## src/hdl/dgc_regs.vh

```
// Purpose: constants for the DMA group control and refresh arbiter
// Assumes: APB byte addresses, one 32-bit word per register
// Notes:   field layouts are local encodings
`ifndef DGC_REGS_VH
`define DGC_REGS_VH
// Register byte offsets, group 0; group 1 adds DGC_GRP_STRIDE
`define DGC_OFF_CMD1      12'h000
`define DGC_OFF_CMD2      12'h004
`define DGC_OFF_MODE1     12'h008
`define DGC_OFF_MODE2     12'h00c
`define DGC_OFF_SREQ      12'h010
`define DGC_OFF_MSK1      12'h014
`define DGC_OFF_MSKA      12'h018
`define DGC_OFF_STAT      12'h01c
`define DGC_OFF_BSIZE     12'h020
`define DGC_OFF_CHAIN     12'h024
`define DGC_OFF_CLRMSK    12'h028
`define DGC_GRP_STRIDE    12'h040
// Single-channel write layout: [1:0] channel, [2] set/enable
`define DGC_SEL_SET_BIT   2
// Command one: [0] group disable, [1] rotating priority
`define DGC_CMD1_DIS_BIT  0
`define DGC_CMD1_ROT_BIT  1
`define DGC_CMD1_RST      8'h00
// Command two: [0] sync sampling, [2:1] lowest fixed-priority channel
`define DGC_CMD2_RST      8'h06
// Mode one: [1:0] type (00 verify), [2] autoinit, [3] decrement, [5:4] mode
// mode 00 demand, 01 single, 10 block, 11 cascade; data sits in [7:2]
`define DGC_MODE1_RST     6'h00
`define DGC_MODE_CASCADE  2'b11
// Mode two [7:2]: thold, rdec, rhold, tio, rio, two_cycle (0 = single flow)
`define DGC_MODE2_RST     6'h00
// Bus size [5:2]: target[1:0], requester[3:2]; 00 = 8 bit
`define DGC_BSIZE_RST     4'h0
`define DGC_MASK_RST      4'hf
`endif
```

## src/hdl/dgc_group_ctl.v

```verilog
// Purpose: control/status registers of two 4-channel DMA groups and the
//          bus arbiter that lets refresh pre-empt DMA and cascade work
// Assumes: APB slave, zero wait states; datapath reports transfer ends
// Notes:   channel address/count datapaths live elsewhere
//
// Register access over APB and the register addresses were left to the implementer.
`timescale 1ns/1ps
`include "dgc_regs.vh"

// Behaviour
// [RULE1] Refresh outranks every channel and may pre-empt running work
// [RULE2] Refresh during DMA waits for transfer end then resumes same channel
// [RULE3] Refresh after a final transfer runs before bus returns to host
// [RULE4] Refresh during cascade drops ack, waits for request to fall
// [RULE5] Cascaded master releases bus by dropping its request
// [RULE6] Cascade resumes only if request returned before refresh ended
// [RULE7] Host hold acknowledge reaches this block alone
// [RULE8] Forty-four host registers, twenty-four of them channel registers
// [RULE9] Each four-channel group has its own control registers
// [RULE10] Command one: group enable, priority mode; reset clears it
// [RULE11] Command two: sampling, lowest channel; reset async, 3 and 7
// [RULE12] Mode one per channel; reset verify, no autoinit, increment, demand
// [RULE13] Mode two per channel; reset no hold, increment, memory, single flow
// [RULE14] Software request bits set/cleared by channel, read per group
// [RULE15] Software request clears on terminal count or end of process
// [RULE16] Software requests ignore masks and arbitrate equally
// [RULE17] Mask bits: single set/clear port and four-bit read/write port
// [RULE18] Clear-mask command clears group masks; reset masks all
// [RULE19] Status terminal-count bits set on expiry, cleared by status read
// [RULE20] Status request bits follow the hardware request inputs
// [RULE21] Bus-size register per channel; reset gives 8-bit paths
// [RULE22] Chaining enable per channel; read gives chain interrupt status
// [RULE23] Cascade grant is encoded_ack carrying the channel code
module dgc_group_ctl (
  // Clock and reset
  input  wire        clk_sys,
  input  wire        rst,
  input  wire        clk_en,
  // APB slave
  input  wire        psel,
  input  wire        penable,
  input  wire        pwrite,
  input  wire [11:0] paddr,
  input  wire [31:0] pwdata,
  output wire        pready,
  output wire        pslverr,
  output reg  [31:0] prdata,
  // Requests and bus handshake
  input  wire [7:0]  channel_request,
  input  wire        refresh_req,
  output reg         hold_req,
  input  wire        host_hold_ack,
  // Datapath handshake
  input  wire        xfer_done,
  input  wire        xfer_last,
  input  wire [7:0]  count_expired,
  input  wire [7:0]  end_of_process_in,
  input  wire [7:0]  chain_irq_set,
  input  wire [7:0]  chain_loaded,
  input  wire        refresh_done,
  // Grant outputs
  output reg         refresh_go,
  output reg         dma_go,
  output reg  [2:0]  active_chan,
  output reg  [2:0]  encoded_ack,
  output reg         ack_valid,
  // Channel configuration seen by the datapath
  output wire [15:0] group_cmd_flat,
  output wire [47:0] mode_one_flat,
  output wire [47:0] mode_two_flat,
  output wire [31:0] path_width_flat,
  output wire [7:0]  chain_enable
);

  localparam ST_IDLE = 3'd0;
  localparam ST_HOLD = 3'd1;
  localparam ST_DMA  = 3'd2;
  localparam ST_CASC = 3'd3;
  localparam ST_CDRP = 3'd4;
  localparam ST_REFR = 3'd5;
  localparam ST_REL  = 3'd6;

  reg [7:0] cmd1_r [0:1];
  reg [7:0] cmd2_r [0:1];
  reg [5:0] mode1_r [0:7];
  reg [5:0] mode2_r [0:7];
  reg [3:0] bsize_r [0:7];
  reg [7:0] sreq_r;
  reg [7:0] mask_r;
  reg [7:0] tc_r;
  reg [7:0] chain_en_r;
  reg [7:0] chain_irq_r;
  reg [1:0] rot_r [0:1];
  reg [2:0] state_r;
  reg       resume_r;
  reg       casc_back_r;
  reg       casc_int_r;

  integer i;

  // Highest-priority pending channel of one group, given lowest channel
  function [2:0] dgc_pick;
    input [3:0] req;
    input [1:0] low;
    reg   [1:0] k;
    integer     j;
    begin
      dgc_pick = 3'b000;
      k = low;
      for (j = 0; j < 4; j = j + 1) begin
        k = k + 2'd1;
        if (req[k] && !dgc_pick[2])
          dgc_pick = {1'b1, k};
      end
    end
  endfunction

  wire        apb_acc = psel && penable;
  wire        wr_en   = apb_acc && pwrite && clk_en;
  wire        rd_en   = apb_acc && !pwrite && clk_en;
  wire        grp     = (paddr[11:6] == 6'd1);
  wire        grp_ok  = (paddr[11:7] == 5'd0);
  wire [11:0] off     = {6'd0, paddr[5:0]};
  wire [2:0]  wch     = {grp, pwdata[1:0]};
  wire        wset    = pwdata[`DGC_SEL_SET_BIT];
  // [RULE8] Register map decode
  wire        mapped  = grp_ok && (off <= `DGC_OFF_CLRMSK) && (off[1:0] == 2'b00);

  assign pready  = 1'b1;
  assign pslverr = apb_acc && !mapped;

  // [RULE16] Software requests bypass mask
  wire [7:0] pend = sreq_r | (channel_request & ~mask_r &
                    {{4{~cmd1_r[1][`DGC_CMD1_DIS_BIT]}}, {4{~cmd1_r[0][`DGC_CMD1_DIS_BIT]}}});
  wire [1:0] low0 = cmd1_r[0][`DGC_CMD1_ROT_BIT] ? rot_r[0] : cmd2_r[0][2:1];
  wire [1:0] low1 = cmd1_r[1][`DGC_CMD1_ROT_BIT] ? rot_r[1] : cmd2_r[1][2:1];
  wire [2:0] p0   = dgc_pick(pend[3:0], low0);
  wire [2:0] p1   = dgc_pick(pend[7:4], low1);
  wire       any  = p0[2] | p1[2];
  wire [2:0] win  = p0[2] ? {1'b0, p0[1:0]} : {1'b1, p1[1:0]};
  // Channel 4 cannot cascade: its code is the idle code
  wire       is_casc = (mode1_r[win][5:4] == `DGC_MODE_CASCADE) && (win != 3'd4);
  wire [7:0] end_ev  = count_expired | end_of_process_in;

  // Register file
  always @(posedge clk_sys or posedge rst) begin
    if (rst) begin
      for (i = 0; i < 2; i = i + 1) begin
        // [RULE10] Command one reset
        cmd1_r[i] <= `DGC_CMD1_RST;
        // [RULE11] Command two reset
        cmd2_r[i] <= `DGC_CMD2_RST;
        rot_r[i]  <= 2'd3;
      end
      for (i = 0; i < 8; i = i + 1) begin
        // [RULE12] Mode one reset
        mode1_r[i] <= `DGC_MODE1_RST;
        // [RULE13] Mode two reset
        mode2_r[i] <= `DGC_MODE2_RST;
        // [RULE21] Bus size reset
        bsize_r[i] <= `DGC_BSIZE_RST;
      end
      sreq_r      <= 8'h00;
      // [RULE18] Reset masks all
      mask_r      <= {2{`DGC_MASK_RST}};
      tc_r        <= 8'h00;
      chain_en_r  <= 8'h00;
      chain_irq_r <= 8'h00;
    end else if (clk_en) begin
      // [RULE9] Per-group command writes
      if (wr_en && grp_ok && off == `DGC_OFF_CMD1)
        cmd1_r[grp] <= pwdata[7:0];
      if (wr_en && grp_ok && off == `DGC_OFF_CMD2)
        cmd2_r[grp] <= pwdata[7:0];
      if (wr_en && grp_ok && off == `DGC_OFF_MODE1)
        mode1_r[wch] <= pwdata[7:2];
      if (wr_en && grp_ok && off == `DGC_OFF_MODE2)
        mode2_r[wch] <= pwdata[7:2];
      if (wr_en && grp_ok && off == `DGC_OFF_BSIZE)
        bsize_r[wch] <= pwdata[5:2];
      // Rotation makes the channel just granted the lowest
      if (dma_go && xfer_done) begin
        if (active_chan[2])
          rot_r[1] <= active_chan[1:0];
        else
          rot_r[0] <= active_chan[1:0];
      end
      for (i = 0; i < 8; i = i + 1) begin
        // [RULE14] Software request set/clear
        if (wr_en && grp_ok && off == `DGC_OFF_SREQ && wch == i)
          sreq_r[i] <= wset;
        // [RULE15] End of buffer clears request
        if (end_ev[i])
          sreq_r[i] <= 1'b0;
        // [RULE17] Single-channel mask port
        if (wr_en && grp_ok && off == `DGC_OFF_MSK1 && wch == i)
          mask_r[i] <= wset;
        if (wr_en && grp_ok && off == `DGC_OFF_MSKA && grp == i[2])
          mask_r[i] <= pwdata[i[1:0]];
        // [RULE18] Clear-mask command
        if (wr_en && grp_ok && off == `DGC_OFF_CLRMSK && grp == i[2])
          mask_r[i] <= 1'b0;
        // [RULE19] Read clears, event wins
        if (rd_en && grp_ok && off == `DGC_OFF_STAT && grp == i[2])
          tc_r[i] <= 1'b0;
        if (end_ev[i])
          tc_r[i] <= 1'b1;
        // [RULE22] Chaining enable and status
        if (wr_en && grp_ok && off == `DGC_OFF_CHAIN && wch == i)
          chain_en_r[i] <= wset;
        if (chain_loaded[i])
          chain_irq_r[i] <= 1'b0;
        if (chain_irq_set[i])
          chain_irq_r[i] <= 1'b1;
      end
    end
  end

  // Read data is registered during the setup cycle
  always @(posedge clk_sys or posedge rst) begin
    if (rst) begin
      prdata <= 32'h0000_0000;
    end else if (clk_en && psel && !penable && !pwrite) begin
      case (mapped ? off : 12'hfff)
        `DGC_OFF_SREQ:  prdata <= {28'h0, grp ? sreq_r[7:4] : sreq_r[3:0]};
        `DGC_OFF_MSKA:  prdata <= {28'h0, grp ? mask_r[7:4] : mask_r[3:0]};
        // [RULE20] Live request bits in status
        `DGC_OFF_STAT:  prdata <= {24'h0,
                                   grp ? channel_request[7:4] : channel_request[3:0],
                                   grp ? tc_r[7:4] : tc_r[3:0]};
        `DGC_OFF_CHAIN: prdata <= {28'h0, grp ? chain_irq_r[7:4] : chain_irq_r[3:0]};
        default:        prdata <= 32'h0000_0000;
      endcase
    end
  end

  // Bus arbiter
  always @(posedge clk_sys or posedge rst) begin
    if (rst) begin
      state_r     <= ST_IDLE;
      hold_req    <= 1'b0;
      refresh_go  <= 1'b0;
      dma_go      <= 1'b0;
      active_chan <= 3'd0;
      encoded_ack <= 3'd4;
      ack_valid   <= 1'b0;
      resume_r    <= 1'b0;
      casc_back_r <= 1'b0;
      casc_int_r  <= 1'b0;
    end else if (clk_en) begin
      case (state_r)
        ST_IDLE: begin
          if (refresh_req || any) begin
            hold_req <= 1'b1;
            state_r  <= ST_HOLD;
          end
        end
        ST_HOLD: begin
          if (host_hold_ack) begin
            // [RULE1] Refresh first
            if (refresh_req) begin
              refresh_go <= 1'b1;
              state_r    <= ST_REFR;
            end else if (resume_r) begin
              resume_r <= 1'b0;
              dma_go   <= 1'b1;
              state_r  <= ST_DMA;
            end else if (any) begin
              active_chan <= win;
              if (is_casc) begin
                // [RULE23] Grant by channel code
                encoded_ack <= win;
                ack_valid   <= 1'b1;
                state_r     <= ST_CASC;
              end else begin
                dma_go  <= 1'b1;
                state_r <= ST_DMA;
              end
            end else begin
              hold_req <= 1'b0;
              state_r  <= ST_REL;
            end
          end
        end
        ST_DMA: begin
          if (xfer_done) begin
            // [RULE2] Pre-empt between transfers
            if (refresh_req) begin
              dma_go     <= 1'b0;
              // [RULE3] Final transfer still refreshes first
              resume_r   <= !xfer_last;
              refresh_go <= 1'b1;
              state_r    <= ST_REFR;
            end else if (xfer_last) begin
              dma_go   <= 1'b0;
              hold_req <= 1'b0;
              state_r  <= ST_REL;
            end
          end
        end
        ST_CASC: begin
          if (!channel_request[active_chan] || !host_hold_ack) begin
            encoded_ack <= 3'd4;
            ack_valid   <= 1'b0;
            hold_req    <= 1'b0;
            state_r     <= ST_REL;
          end else if (refresh_req) begin
            // [RULE4] Withdraw the grant first
            encoded_ack <= 3'd4;
            ack_valid   <= 1'b0;
            casc_int_r  <= 1'b1;
            state_r     <= ST_CDRP;
          end
        end
        ST_CDRP: begin
          // [RULE5] Master signals release by dropping request
          if (!channel_request[active_chan]) begin
            refresh_go  <= 1'b1;
            casc_back_r <= 1'b0;
            state_r     <= ST_REFR;
          end
        end
        ST_REFR: begin
          // Only a master pushed off for this refresh may win the bus back
          if (casc_int_r && channel_request[active_chan])
            casc_back_r <= 1'b1;
          if (refresh_done) begin
            refresh_go  <= 1'b0;
            casc_int_r  <= 1'b0;
            casc_back_r <= 1'b0;
            // [RULE6] Return to cascade only if request came back
            if (casc_int_r && (casc_back_r || channel_request[active_chan])) begin
              encoded_ack <= active_chan;
              ack_valid   <= 1'b1;
              state_r     <= ST_CASC;
            end else if (resume_r) begin
              resume_r <= 1'b0;
              dma_go   <= 1'b1;
              state_r  <= ST_DMA;
            end else begin
              hold_req <= 1'b0;
              state_r  <= ST_REL;
            end
          end
        end
        ST_REL: begin
          // [RULE7] Wait for host's acknowledge to drop
          if (!host_hold_ack)
            state_r <= ST_IDLE;
        end
        default: state_r <= ST_IDLE;
      endcase
    end
  end

  genvar g;
  generate
    for (g = 0; g < 8; g = g + 1) begin : gen_flat
      assign mode_one_flat[g*6 +: 6]   = mode1_r[g];
      assign mode_two_flat[g*6 +: 6]   = mode2_r[g];
      assign path_width_flat[g*4 +: 4] = bsize_r[g];
    end
  endgenerate

  assign group_cmd_flat = {cmd1_r[1][1:0], cmd2_r[1][2:0], cmd1_r[0][1:0], cmd2_r[0][2:0],
                           6'h00};
  assign chain_enable   = chain_en_r;

endmodule

```

## config.mk

```make
export PLATFORM = sky130hd
export DESIGN_NAME = dgc_group_ctl
export DESIGN_NICKNAME = d
export VERILOG_FILES = /design/src/hdl/dgc_group_ctl.v
export VERILOG_INCLUDE_DIRS = /design/src /design/src/hdl
export SDC_FILE = /design/constraint.sdc
export NUM_CORES = 1
export LEC_CHECK = 0
export ABC_AREA = 1
export BUFFER_PORTS_ARGS = -buffer_cell sky130_fd_sc_hd__buf_2
export CAP_MARGIN = 20
export CORE_ASPECT_RATIO = 0.9
export CORE_MARGIN = 5
export CORE_UTILIZATION = 47
export CTS_BUF_LIST = sky130_fd_sc_hd__clkbuf_16
export CTS_CLUSTER_SIZE = 40
export DETAILED_ROUTE_END_ITERATION = 16
export PLACE_DENSITY = 0.76
export SLEW_MARGIN = 20
export SYNTH_ARGS = -nofsm -noshare
export SYNTH_HDL_FRONTEND = slang
export SYNTH_SLANG_ARGS = --single-unit
export TNS_END_PERCENT = 50
```

## constraint.sdc

```tcl
create_clock -name clk_sys -period 5.69 [get_ports clk_sys]
set_input_delay 0.2845 -clock clk_sys [delete_from_list [all_inputs] [get_ports clk_sys]]
set_output_delay 0.2845 -clock clk_sys [all_outputs]
set_load 0.02 [all_outputs]
```

==> results_dict.tcl <==
set metrics [dict create \
    cts_buffers 23 \
    timing.critical_path.to "mode_two_flat[43]" \
    dr.pass1.iters 6 \
    antenna_found_initial 2 \
    routed_via_density 5.22 \
    io-pin-count 291 \
    drt_iter0_markers 688 \
    cp-startpoint "paddr[11]" \
    detail_route.wl_per_cell_um 17.1 \
    critical_path_cell_count 8 \
    worstReg2RegEnd "state_r[0]" \
    final.setup_skew_ns 0.0119 \
    setup_viol 0 \
    cap_violations 0 \
    areaGrowthSynthToFinish_pct 20.7 \
    yosysSeqAreaShare 0.518 \
    layout-drive-gt1-share 0.235 \
    crit_type "input port to flip-flop" \
    multiInputGateArea_mm2 0.00415 \
    synth.yosys.warnings 0 \
    worst_slew_pin_slew_ns 1.05 \
    grt_pass1_wl_um 47100 \
    clockBufferDepth 3 \
    cts_tree "done" \
    timing.final.max_slew_violations 0 \
    start_kind "input port" \
    final_common_cell "sky130_fd_sc_hd__nand2_1" \
    timing.fmax_mhz 352 \
    end_kind "flip-flop" \
    synth-edff-count 0 \
    path_max_fanout 46 \
    p_total_mw 3.69 \
    run_status "finished clean" \
    critPathTopFamily "simple AND/OR/NAND/NOR gates" \
    ys.flop_type "sky130_fd_sc_hd__dfrtp_1" \
    die_area_mm2 0.0243 \
    synth.ff_latch_count 206 \
    grt_util_all_layers 0.240 \
    rrSetupSlack_ns 3.19 \
    gp_routability_congestion 0.920 \
    setup-tns-final_ns 0 \
    timing.final.hold_violations 0 \
    ctsRootBufferMaster "sky130_fd_sc_hd__clkbuf_16" \
    mapped_area_mm2 0.0100 \
    met3_usage 0.0693 \
    detailedPlacementHpwl_um 22000 \
    ant_nets 0 \
    finalNetCount 1549 \
    syn_inst 1224 \
    route.detailed.drc 0 \
    placement.io_buffers 235 \
    cts_htree_levels 1 \
    pin_count_of_the_biggest_net_entering_global_routing 73 \
    met1_track_usage_gr 0.338 \
    post_cts_resized 0 \
    first_global_vias 8786 \
    worst_ep_arrival_time_ns 3.19 \
    cp_num_buf_inv 1 \
    num_vias 9175 \
    final-seq-area_mm2 0.00518 \
    post_cts_setup_repair_buffer_count 0 \
    unrepaired_setup_endpoints_after_global_routing "no" \
    crit_required_ns 6.04 \
    fp.coreArea_mm2 0.0209 \
    grt_busiest_layer "met2" \
    post-route-period-util 0.499 \
    rows 50 \
    clk-insertion-delay-late_ns 0.52 \
    synth-async-reset-ratio 1.00 \
    holdBufCountCts 4 \
    r2r-start "group_cmd_flat[8]" \
    cellLeakagePower_nw 6.41 \
    globalRouteOverflowTotal 0 \
    ir_drop_v 0.000179 \
    finalCriticalPeriod_ns 2.84 \
    critical-path-max-stage-delay_ns 1.02 \
    layout.core_utilization 0.578 \
    clk_pin_slew_worst_paths_ns 0.06 \
    grt_util_met2 0.374 \
    die_y_um 148 \
    floorplan.initialDensity 0.479 \
    clock-sinks 206 \
    worstRegToRegCells 19 \
    dieWidth_um 164 \
    power_density_mw_per_mm2 306 \
    detailed_route_wire_length_um 30000 \
    worst_slew_margin_rel 0.293 \
    slowest_stage "sky130_fd_sc_hd__nor3_1" \
    number_of_library_cell_types_mapped_by_synthesis 49 \
    syn_area_per_cell_um2 8.17 \
    mostFrequentLayoutCells "355 x sky130_fd_sc_hd__nand2_1, 235 x sky130_fd_sc_hd__buf_2, 194 x sky130_fd_sc_hd__o21ai_0" \
    fillerInstances 1972 \
    min_path_type "input port to flip-flop" \
    cp_cell_sequence "buf_2 > nor3_1 > nor3b_2 > nand2_2 > nor3_1 > nand2_1 > nand2_1 > o21ai_0" \
]
## power breakdown
group / total, mW / switching, mW / internal [mW]
Combinational: 0.651 / 0.453 / 0.198
Sequential: 1.63 / 0.0745 / 1.55
Clock: 1.41 / 0.619 / 0.792
Total: 3.69 / 1.15 / 2.54
## layer usage
| metal | up-vias | routed length [µm] |
|---|---|---|
| li1 | 4439 | - |
| met1 | 4321 | 12900 |
| met2 | 360 | 13600 |
| met3 | 51 | 3000 |
| met4 | 4 | 512 |
| met5 | - | 29 |
## worst min path at each step
stage | startpoint | end | slack [ns] | depth (start not counted)
after global routing | chain_irq_set[0] | chain_irq_r[0] | 0.01 | 2
after global placement | rst | path_width_flat[25] | 0.28 | 2
after detailed placement | rst | path_width_flat[25] | 0.28 | 2
final | chain_irq_set[0] | chain_irq_r[0] | 0.02 | 2
after floorplan | chain_irq_set[0] | chain_irq_r[0] | 0.43 | 1
after CTS | chain_irq_set[0] | chain_irq_r[0] | 0.004 | 2
## synth_stat cells, drive strengths merged, types with 2 or more instances
cell	count	share of area
buf	36	0.026
inv	104	0.039
a22o	10	0.0088
conb	2	0.00075
clkbuf	34	0.013
nor4	2	0.0028
nand3	55	0.032
a31oi	7	0.0044
nand4	12	0.0081
nand3b	3	0.0023
dfstp	17	0.045
nor3	24	0.014
o22ai	4	0.0025
dfrtp	189	0.47
mux2i	4	0.0040
o31ai	2	0.0015
a211oi	2	0.0015
o21ai	211	0.11
clkinv	2	0.00088
o211ai	8	0.0060
a21oi	33	0.018
or2	2	0.0013
nand2	379	0.15
a2111oi	3	0.0026
nor2	71	0.029
o221ai	2	0.0018
## state kept, by name, indices dropped and copies added (netlist names), 4 cells and up
name,count
sreq_r,8
mode_two_flat,48
group_cmd_flat,10
rot_r,4
mode_one_flat,48
chain_irq_r,8
path_width_flat,32
prdata,8
tc_r,8
mask_r,8
chain_enable,8
## metrics by stage
stage | hold WS [ns] | std cells | setup WS (ns) | area, µm²
after floorplan | 0.430 | 1253 | 2.75 | 10100
after global placement | 0.281 | 1711 | 2.35 | 11300
after detailed placement | 0.284 | 1711 | 2.37 | 11300
after CTS | 0.00396 | 1757 | 2.91 | 12100
after global routing | 0.00970 | 1757 | 2.71 | 12100
final | 0.0168 | 1758 | 2.85 | 12100
## cell type report
type,instances,share of cell area
Clock inverter,19,0.0116
Sequential cell,206,0.429
Inverter,106,0.0336
Multi-Input combinational cell,871,0.343
Timing Repair Buffer,246,0.105
Clock buffer,23,0.0477
Tap cell,286,0.0296
Antenna cell,1,0.000207
## cell families (layout without fill, tap and decap cells)
| kind of cell | after synthesis | in the layout | synth area share |
|---|---|---|---|
| simple gates | 549 | 549 | 0.242 |
| compound gates | 287 | 287 | 0.157 |
| flops | 206 | 206 | 0.518 |
| buf+inv | 176 | 394 | 0.0786 |
| mux | 4 | 4 | 0.00400 |
| other cells | 2 | 32 | 0.000751 |
## worst register-to-register path: cells and delay by family, from the launching register on
family                 cells  cell delay (ns)
AND/OR/NAND/NOR           17             1.47
flip-flops                 1             0.54
AO/OA/AOI/OAI              1             0.32
buffers and inverters      1             0.05
(Power assumes the default switching activity.)
